File: config.mk
export PLATFORM = sky130hd
export DESIGN_NAME = pushbutton_commissioning_ctrl
export DESIGN_NICKNAME = d
export VERILOG_FILES = /design/src/commission_fifo.sv /design/src/commission_pkg.sv /design/src/pushbutton_commissioning_ctrl.sv
export VERILOG_INCLUDE_DIRS = /design/src
export SDC_FILE = /design/constraint.sdc
export NUM_CORES = 1
export LEC_CHECK = 0
export BUFFER_PORTS_ARGS = -buffer_cell sky130_fd_sc_hd__buf_4
export CORE_AREA = 2 2 136 204
export CTS_CLUSTER_DIAMETER = 50
export CTS_CLUSTER_SIZE = 16
export DETAILED_ROUTE_END_ITERATION = 10
export DIE_AREA = 0 0 138 206
export PLACE_DENSITY_LB_ADDON = 0.12
export REMOVE_ABC_BUFFERS = 1
export SLEW_MARGIN = 20
export SYNTH_ARGS = -nofsm -noshare
export SYNTH_HDL_FRONTEND = slang
export SYNTH_SLANG_ARGS = --single-unit
File: constraint.sdc
create_clock -name sys_clk -period 5.2 [get_ports sys_clk]
set_input_delay 0.52 -clock sys_clk [delete_from_list [all_inputs] [get_ports sys_clk]]
set_output_delay 0.52 -clock sys_clk [all_outputs]
set_load 0.02 [all_outputs]
File: src/commission_consts.svh
// Constants of the pushbutton commissioning controller
`ifndef COMMISSION_CONSTS_SVH
`define COMMISSION_CONSTS_SVH

// Press timing, in milliseconds, and the clock rate
`define CLK_HZ 100_000_000
`define LONG_PRESS_MS 7000
`define SHORT_PRESS_MS 2000
`define MS_CYCLES (`CLK_HZ / 1000)

// Radio channels
`define CHAN_FIRST 5'h0B
`define CHAN_LAST 5'h1A

// Fixed payload bytes and the payload length in bytes
`define CTRL_BYTE 8'h0C
`define CMD_COMMISSION 8'hE0
`define DEV_TYPE_SWITCH 8'h02
`define PAYLOAD_LEN 6'h21

`endif

File: src/commission_fifo.sv
// The telegram byte FIFO module stands beside the controller module

File: src/commission_pkg.sv
// Types of the pushbutton commissioning controller
package commission_pkg;

   // Entry detector progress, Gray coded along the long-short-long path
   typedef enum logic [1:0] {
      ENTRY_IDLE = 2'b00,
      ENTRY_LONG1 = 2'b01,
      ENTRY_SHORT = 2'b11,
      ENTRY_LONG2 = 2'b10
   } entry_state_t;

endpackage

File: src/pushbutton_commissioning_ctrl.sv
// Commissioning controller: press sequence, channel, telegram stream
//
// Functional notes
// - Any contact may be chosen; all three presses must use it.
// - On full sequence enter commissioning mode and send one telegram.
// - Short presses on two different contacts force data mode, drop progress.
// - Channel is 11 after power-up.
// - Channel changes only in commissioning; first short press sets 11.
// - Further short presses advance channel; 26 wraps to 11.
// - Each new channel selection sends a commissioning telegram.
// - Payload: control, id, command, type, options, key, check, counter.
// - Control byte is 0x0C.
// - Command byte is 0xE0.
// - Device type 0x02, then two-byte fixed options code.
// - Key sent encrypted only, then four-byte validation value.
// - Source id and counter go least significant byte first.
// - Current, ever-increasing sequence counter is carried in the telegram.
`timescale 1ns/10ps
`include "commission_consts.svh"
module pushbutton_commissioning_ctrl
   import commission_pkg::*;
#(
   parameter int LONG_CYCLES = `LONG_PRESS_MS * `MS_CYCLES,
   parameter int SHORT_CYCLES = `SHORT_PRESS_MS * `MS_CYCLES,
   parameter logic [15:0] DEVICE_OPTIONS = 16'h0000, // Arbitrary value
   parameter int FIFO_DEPTH = 4
) (
   // Clock and reset
   input wire logic sys_clk,
   input wire logic rstn,
   // Contacts and energy bar, asynchronous pins
   input wire logic contact_left_lower,
   input wire logic contact_left_upper,
   input wire logic contact_right_lower,
   input wire logic contact_right_upper,
   input wire logic energy_bar,
   // Device identity and security material
   input wire logic [31:0] source_id,
   input wire logic [127:0] encrypted_key,
   input wire logic [31:0] key_check,
   input wire logic [31:0] seq_counter,
   // Status
   output logic commission_mode,
   output logic [4:0] radio_channel,
   output logic telegram_busy,
   // Telegram byte stream
   output logic tx_valid,
   input wire logic tx_ready,
   output logic [7:0] tx_data,
   output logic tx_first,
   output logic [4:0] tx_channel
);

   localparam int CW = 32;

   // Refuse thresholds the press classifier cannot order
   if (SHORT_CYCLES < 1 || LONG_CYCLES <= SHORT_CYCLES) begin : g_bad_press
      $error("Press thresholds must satisfy 0 < short < long");
   end

   // ------------------------------------------------------------
   // State
   // ------------------------------------------------------------
   typedef struct packed {
      logic [3:0] pin_s1;
      logic [3:0] pin_s2;
      logic bar_s1;
      logic bar_s2;
      logic [3:0] held_reg;
      logic [3:0] press_set;
      logic [CW-1:0] press_cnt;
      entry_state_t entry;
      logic [3:0] selected_contact;
      logic [3:0] last_short;
      logic commission;
      logic first_adjust;
      logic [4:0] channel;
      logic sending;
      logic [5:0] byte_idx;
      logic [4:0] send_chan;
      logic [31:0] lat_id;
      logic [31:0] lat_cnt;
   } ctrl_state_t;

   ctrl_state_t state_reg;
   ctrl_state_t state_next;
   logic [3:0] pins_raw;
   logic [3:0] held;
   logic release_evt;
   logic is_long;
   logic is_short;
   logic one_hot;
   logic [7:0] payload_byte;
   logic start_send;
   logic fifo_ready;

   assign pins_raw = {contact_right_upper, contact_right_lower,
      contact_left_upper, contact_left_lower};
   // A contact counts only together with the energy bar
   assign held = state_reg.pin_s2[3:0] & {4{state_reg.bar_s2}};

   // Press classification at release of all contacts
   assign release_evt = (state_reg.held_reg != 4'h0) && (held == 4'h0);
   assign is_long = state_reg.press_cnt > CW'(LONG_CYCLES);
   assign is_short = state_reg.press_cnt < CW'(SHORT_CYCLES);
   assign one_hot = $onehot(state_reg.press_set);

   // ------------------------------------------------------------
   // Payload byte selection
   // ------------------------------------------------------------
   always_comb begin
      payload_byte = 8'h00;
      case (state_reg.byte_idx)
         6'd0: payload_byte = `CTRL_BYTE;
         6'd1: payload_byte = state_reg.lat_id[7:0];
         6'd2: payload_byte = state_reg.lat_id[15:8];
         6'd3: payload_byte = state_reg.lat_id[23:16];
         6'd4: payload_byte = state_reg.lat_id[31:24];
         6'd5: payload_byte = `CMD_COMMISSION;
         6'd6: payload_byte = `DEV_TYPE_SWITCH;
         6'd7: payload_byte = DEVICE_OPTIONS[7:0];
         6'd8: payload_byte = DEVICE_OPTIONS[15:8];
         default: begin
            if (state_reg.byte_idx < 6'd25) begin
               payload_byte = encrypted_key[8*(state_reg.byte_idx - 6'd9)
                  +: 8];
            end else if (state_reg.byte_idx < 6'd29) begin
               payload_byte = key_check[8*(state_reg.byte_idx - 6'd25)
                  +: 8];
            end else begin
               payload_byte = state_reg.lat_cnt[8*(state_reg.byte_idx
                  - 6'd29) +: 8];
            end
         end
      endcase
   end

   // ------------------------------------------------------------
   // Next state
   // ------------------------------------------------------------
   always_comb begin
      state_next = state_reg;
      start_send = 1'b0;
      state_next.pin_s1 = pins_raw;
      state_next.pin_s2 = state_reg.pin_s1;
      // Energy bar passes the same two-stage synchroniser
      state_next.bar_s1 = energy_bar;
      state_next.bar_s2 = state_reg.bar_s1;
      state_next.held_reg = held;

      // Press timer runs while any contact is held
      if (held != 4'h0) begin
         state_next.press_set = state_reg.press_set | held;
         if (state_reg.press_cnt != '1) begin
            state_next.press_cnt = state_reg.press_cnt + 1'b1;
         end
      end

      if (release_evt) begin
         state_next.press_cnt = '0;
         state_next.press_set = 4'h0;
         // Two short presses on different contacts
         if (!is_long && one_hot && state_reg.last_short != 4'h0
               && state_reg.last_short != state_reg.press_set) begin
            state_next.commission = 1'b0;
            state_next.entry = ENTRY_IDLE;
            state_next.last_short = 4'h0;
         end else begin
            state_next.last_short = (!is_long && one_hot) ?
               state_reg.press_set : 4'h0;
            if (state_reg.commission) begin
               if (!is_long && state_reg.press_set
                     == state_reg.selected_contact) begin
                  if (state_reg.first_adjust) begin
                     state_next.channel = `CHAN_FIRST;
                     state_next.first_adjust = 1'b0;
                  end else if (state_reg.channel == `CHAN_LAST) begin
                     state_next.channel = `CHAN_FIRST;
                  end else begin
                     state_next.channel = state_reg.channel + 1'b1;
                  end
                  start_send = 1'b1;
               end
            end else begin
               case (state_reg.entry)
                  ENTRY_IDLE: begin
                     if (is_long && one_hot) begin
                        state_next.entry = ENTRY_LONG1;
                        state_next.selected_contact = state_reg.press_set;
                     end
                  end
                  ENTRY_LONG1: begin
                     if (state_reg.press_set != state_reg.selected_contact)
                        begin
                        state_next.entry = ENTRY_IDLE;
                     end else if (is_short) begin
                        state_next.entry = ENTRY_SHORT;
                     end else if (!is_long) begin
                        state_next.entry = ENTRY_IDLE;
                     end
                  end
                  ENTRY_SHORT: begin
                     if (is_long && state_reg.press_set
                           == state_reg.selected_contact) begin
                        state_next.entry = ENTRY_IDLE;
                        state_next.commission = 1'b1;
                        state_next.first_adjust = 1'b1;
                        start_send = 1'b1;
                     end else if (is_long && one_hot) begin
                        state_next.entry = ENTRY_LONG1;
                        state_next.selected_contact = state_reg.press_set;
                     end else begin
                        state_next.entry = ENTRY_IDLE;
                     end
                  end
                  default: state_next.entry = ENTRY_IDLE;
               endcase
            end
         end
      end

      // Telegram serialiser; a new request restarts the stream
      if (start_send) begin
         state_next.sending = 1'b1;
         state_next.byte_idx = 6'd0;
         state_next.send_chan = state_next.channel;
         state_next.lat_id = source_id;
         state_next.lat_cnt = seq_counter;
      end else if (state_reg.sending && fifo_ready) begin
         if (state_reg.byte_idx == `PAYLOAD_LEN - 6'd1) begin
            state_next.sending = 1'b0;
         end else begin
            state_next.byte_idx = state_reg.byte_idx + 1'b1;
         end
      end
   end

   // Register update
   always_ff @(posedge sys_clk) begin
      if (!rstn) begin
         state_reg <= '0;
         state_reg.entry <= ENTRY_IDLE;
         state_reg.channel <= `CHAN_FIRST;
      end else begin
         state_reg <= state_next;
      end
   end

   // ------------------------------------------------------------
   // Output FIFO; stalls the serialiser when the radio lags
   // ------------------------------------------------------------
   logic [13:0] fifo_out;
   commission_fifo #(
      .WIDTH(14),
      .DEPTH(FIFO_DEPTH)
   ) u_fifo (
      .sys_clk(sys_clk),
      .rstn(rstn),
      .in_valid(state_reg.sending),
      .in_ready(fifo_ready),
      .in_data({state_reg.send_chan, state_reg.byte_idx == 6'd0,
         payload_byte}),
      .out_valid(tx_valid),
      .out_ready(tx_ready),
      .out_data(fifo_out)
   );

   assign tx_data = fifo_out[7:0];
   assign tx_first = fifo_out[8];
   assign tx_channel = fifo_out[13:9];
   assign commission_mode = state_reg.commission;
   assign radio_channel = state_reg.channel;
   assign telegram_busy = state_reg.sending;

endmodule // pushbutton_commissioning_ctrl

// ------------------------------------------------------------
// Telegram byte FIFO
// ------------------------------------------------------------
module commission_fifo #(
   parameter int WIDTH = 8,
   parameter int DEPTH = 4
) (
   // Clock and reset
   input wire logic sys_clk,
   input wire logic rstn,
   // Fill side
   input wire logic in_valid,
   output logic in_ready,
   input wire logic [WIDTH-1:0] in_data,
   // Drain side
   output logic out_valid,
   input wire logic out_ready,
   output logic [WIDTH-1:0] out_data
);

   localparam int AW = (DEPTH > 1) ? $clog2(DEPTH) : 1;

   // Pointer arithmetic relies on a power-of-two depth
   if (DEPTH < 2 || (DEPTH & (DEPTH - 1)) != 0) begin : g_bad_depth
      $error("FIFO depth must be a power of two, at least 2");
   end

   typedef struct packed {
      logic [AW:0] wr_ptr;
      logic [AW:0] rd_ptr;
   } fifo_state_t;

   fifo_state_t state_reg;
   fifo_state_t state_next;
   logic [WIDTH-1:0] mem [DEPTH];
   logic full;
   logic empty;

   // Full when pointers differ only in the wrap bit
   assign empty = state_reg.wr_ptr == state_reg.rd_ptr;
   assign full = (state_reg.wr_ptr[AW-1:0] == state_reg.rd_ptr[AW-1:0])
      && (state_reg.wr_ptr[AW] != state_reg.rd_ptr[AW]);
   assign in_ready = !full;
   assign out_valid = !empty;
   assign out_data = mem[state_reg.rd_ptr[AW-1:0]];

   // Pointer update
   always_comb begin
      state_next = state_reg;
      if (in_valid && !full) begin
         state_next.wr_ptr = state_reg.wr_ptr + 1'b1;
      end
      if (out_ready && !empty) begin
         state_next.rd_ptr = state_reg.rd_ptr + 1'b1;
      end
   end

   // Pointer registers
   always_ff @(posedge sys_clk) begin
      if (!rstn) begin
         state_reg <= '0;
      end else begin
         state_reg <= state_next;
      end
   end

   // Storage, no reset needed
   always_ff @(posedge sys_clk) begin
      if (in_valid && !full) begin
         mem[state_reg.wr_ptr[AW-1:0]] <= in_data;
      end
   end

endmodule // commission_fifo

==> reports/qor.yml <==
synth:
  synth_edf_count: 56
  synth_top_family_by_area: "simple AND/OR/NAND/NOR gates"
  synthSimpleGateAreaFrac_pct: 17.5
  synth_cells: 1017
  synth_flop_cell: "dfxtp_1"
  synthXorXnorAreaFrac_pct: 3.90
  syn_area_per_cell_um2: 10.4
  muxShareOfSynthArea_pct: 15.2
  synth_area_leader_cell: "dfxtp_1"
  synth.most_common_cell: "nand2_1"
  synth_fa_ha_area_share_pct: 1.97
  netlist_top_cells_area: "dfxtp_1 29%, edfxtp_1 16%, mux4_2 13%"
  synth_top_area_share_pct: 28.6
  ys_seq_elements: 207
  synth_compound_area_share_pct: 12.9
  yosys-top-cells-count: "170 x nand2_1, 151 x dfxtp_1, 65 x a21boi_1"
  seq_area_frac_synth_pct: 44.6
  syn_area_um2: 10600
  synth_warnings: 0
  postSynth.asyncResetShare_pct: 0
  ys_types: 72
floorplanning:
  core-area_um2: 26900
  pin_count: 254
  die_h_um: 206
  start_util_pct: 39.3
  rows: 74
  die_width_um: 138
  die_area_um2: 28400
worst_setup_path:
  cp-start-kind: "flip-flop"
  crit_fanout: 48
  cp_slowest_cell: "mux2_2"
  crit_arrival_ns: 4.12
  cp-end-kind: "flip-flop"
  path_class: "reg -> reg"
  cpPeakStageDelay_ns: 0.86
  required_ns: 5.63
  path_cells: "inv_1 > fa_1 > inv_1 > ha_1 > ha_1 > nor2_1 > nand3_1 > and3_1 > mux2_2 > buf_4 > nand2_1 > a21boi_1"
detailed_routing:
  dr.first_iter.drc_count: 387
  postRouteWirelength_um: 30200
  vias_per_cell: 5.32
  drcViolationCount: 0
  ant_nets: 0
  first_pass_iters: 5
  vias: 8443
  post_drt_wl_per_cell_um: 19.0
finish:
  drive_gt1_share_pct: 30.8
  multiInputGateArea_um2: 5440
  regArea_um2: 4710
  diodes: 0
  fill_cells: 2569
  syn2layout_area_growth_pct: 25.8
  nNetsFinal: 1480
  largest_reg_flops: 131
clock_network:
  clock_sinks: 207
  cts_buffers: 20
  post-cts-setup-buffers: 0
  clockBufferDepth: 3
  root_buffer: "clkbuf_16"
  clkTransAtPathRegs_ns: 0.07
  cts_tree: "yes"
  clk_latency_ns: 0.50
  cts_max_level: 1
  hold_buffers: 0
  cts-resized-gates: 0
power_and_ir_drop:
  swShare_pct: 21.7
  seq_power_share_pct: 50.7
  power-per-cell-area_nw_per_um2: 245
  power_frac_comb_pct: 6.7
  peakVddDrop_mv: 0.240
  p_int_uw: 2550
  clockPowerShare_pct: 42.6
  p_leak_uw: 0.00479
  p_switching_uw: 708
worst_hold_path:
  worstHoldPathType: "in -> reg"
global_route:
  grt_overflow: 0
  grtUsageTotal_pct: 21.0
  grt_pass1_vias: 8642
  grt_antenna_before_repair: 0
  grt_pass1_wl_um: 47600
  grt_max_degree: 57
timing:
  slew_violations: 0
  fin_skew_ns: 0.0147
  setup_viol: 0
  setup_ws_ns: 1.50
  worst-slew-pin-transition_ns: 1.02
  max_slew_margin_pct: 31.7
  whs_ns: 0.225
  grt_setup_unrepaired: "no"
  finalHoldViolations: 0
  min_period_over_period_pct: 71.1
  fmax_mhz: 270
  min_period_ns: 3.70
status:
  outcome: "complete, no violations"
place:
  io_buffers: 253
  hpwl_um: 22900
  place_congestion: 0.891
  place_worst_setup_slack_ns: 1.51
run:
  drv_cap: 0
[power groups by stage]
stage	clock, µW	combinational (µW)	sequential (µW)
global route	1490	232	1650
finish	1390	217	1650
CTS	1430	219	1650
floorplan	0	51.6	1690
detailed placement	0	219	1690
global placement	0	217	1690
[through the flow]
| step | TNS [ns] | util (%) | total power, µW | area, µm² | instances |
|---|---|---|---|---|---|
| 5_1_grt | 0 | 49.5 | 3370 | 13300 | 1588 |
| 6_report | 0 | 49.5 | 3260 | 13300 | 1588 |
| 4_1_cts | 0 | 49.5 | 3310 | 13300 | 1588 |
| 2_1_floorplan | -0.694 | - | 1740 | 10200 | 947 |
| 3_5_place_dp | 0 | 47.1 | 1910 | 12600 | 1552 |
| 3_3_place_gp | 0 | 47.1 | 1910 | 12600 | 1552 |
[cells in the final DEF, fill, tap and decap left out, types with 7 or more instances in the layout]
cell type  instances
buf_4            262
nand2_1          170
dfxtp_1          149
a21boi_1          65
mux4_2            62
nor2_1            59
edfxtp_1          56
xnor2_1           28
o21ai_0           27
and2_1            26
nand3_1           24
inv_1             23
a21oi_1           23
clkbuf_16         21
a22oi_1           20
and3_1            20
xor2_1            18
nor2b_1           17
mux2i_1           14
ha_1              14
nor3_1            13
nand4_1           11
or3_1              8
a31oi_1            8
a211oi_1           7
[cell families after synthesis]
family / count (synthesis)
and+or+nand+nor: 384
DFF: 207
AOI/OAI and AO/OA: 189
buffers and inverters: 93
muxes: 81
xor gates and xnor gates: 47
adders and majority gates: 16
[worst max-delay path, delay by kind of cell (launching register included)]
family | cells | cell delay, ns
AND/OR/NAND/NOR | 4 | 0.63
flip-flops | 1 | 0.43
multiplexers | 1 | 0.86
buffers and inverters | 3 | 0.55
adder cells (fa/ha/maj) | 3 | 0.98
AO/OA/AOI/OAI | 1 | 0.15
[worst paths after layout]
path                            from         endpoint  slack, ns  cells after the start
hold reg to reg      state_next[136]   state_reg[136]       0.43                      1
setup / recovery      state_reg[125]    state_reg[22]       1.50                     12
setup reg to reg      state_reg[125]    state_reg[22]       1.50                     12
hold / removal    contact_left_upper  state_next[136]       0.22                      2
[layer usage]
metal	track usage [%]	vias to the layer above	part of all wire [%]	wire length (µm)
li1	-	4104	-	-
met4	7.47	0	3.6	1080
met2	37.1	206	50	15200
met3	3.15	56	4.3	1300
met5	0	-	0	0
met1	26.1	4077	42	12600
[final cells by class]
cell class | instances | share of cell area, %
multi-input combinational | 717 | 40.9
sequential | 207 | 35.5
timing repair buffer | 263 | 15.0
clock buffer | 24 | 4.04
tap | 342 | 3.22
clock inverter | 12 | 0.716
inverter | 23 | 0.650
(Power assumes the default switching activity.)
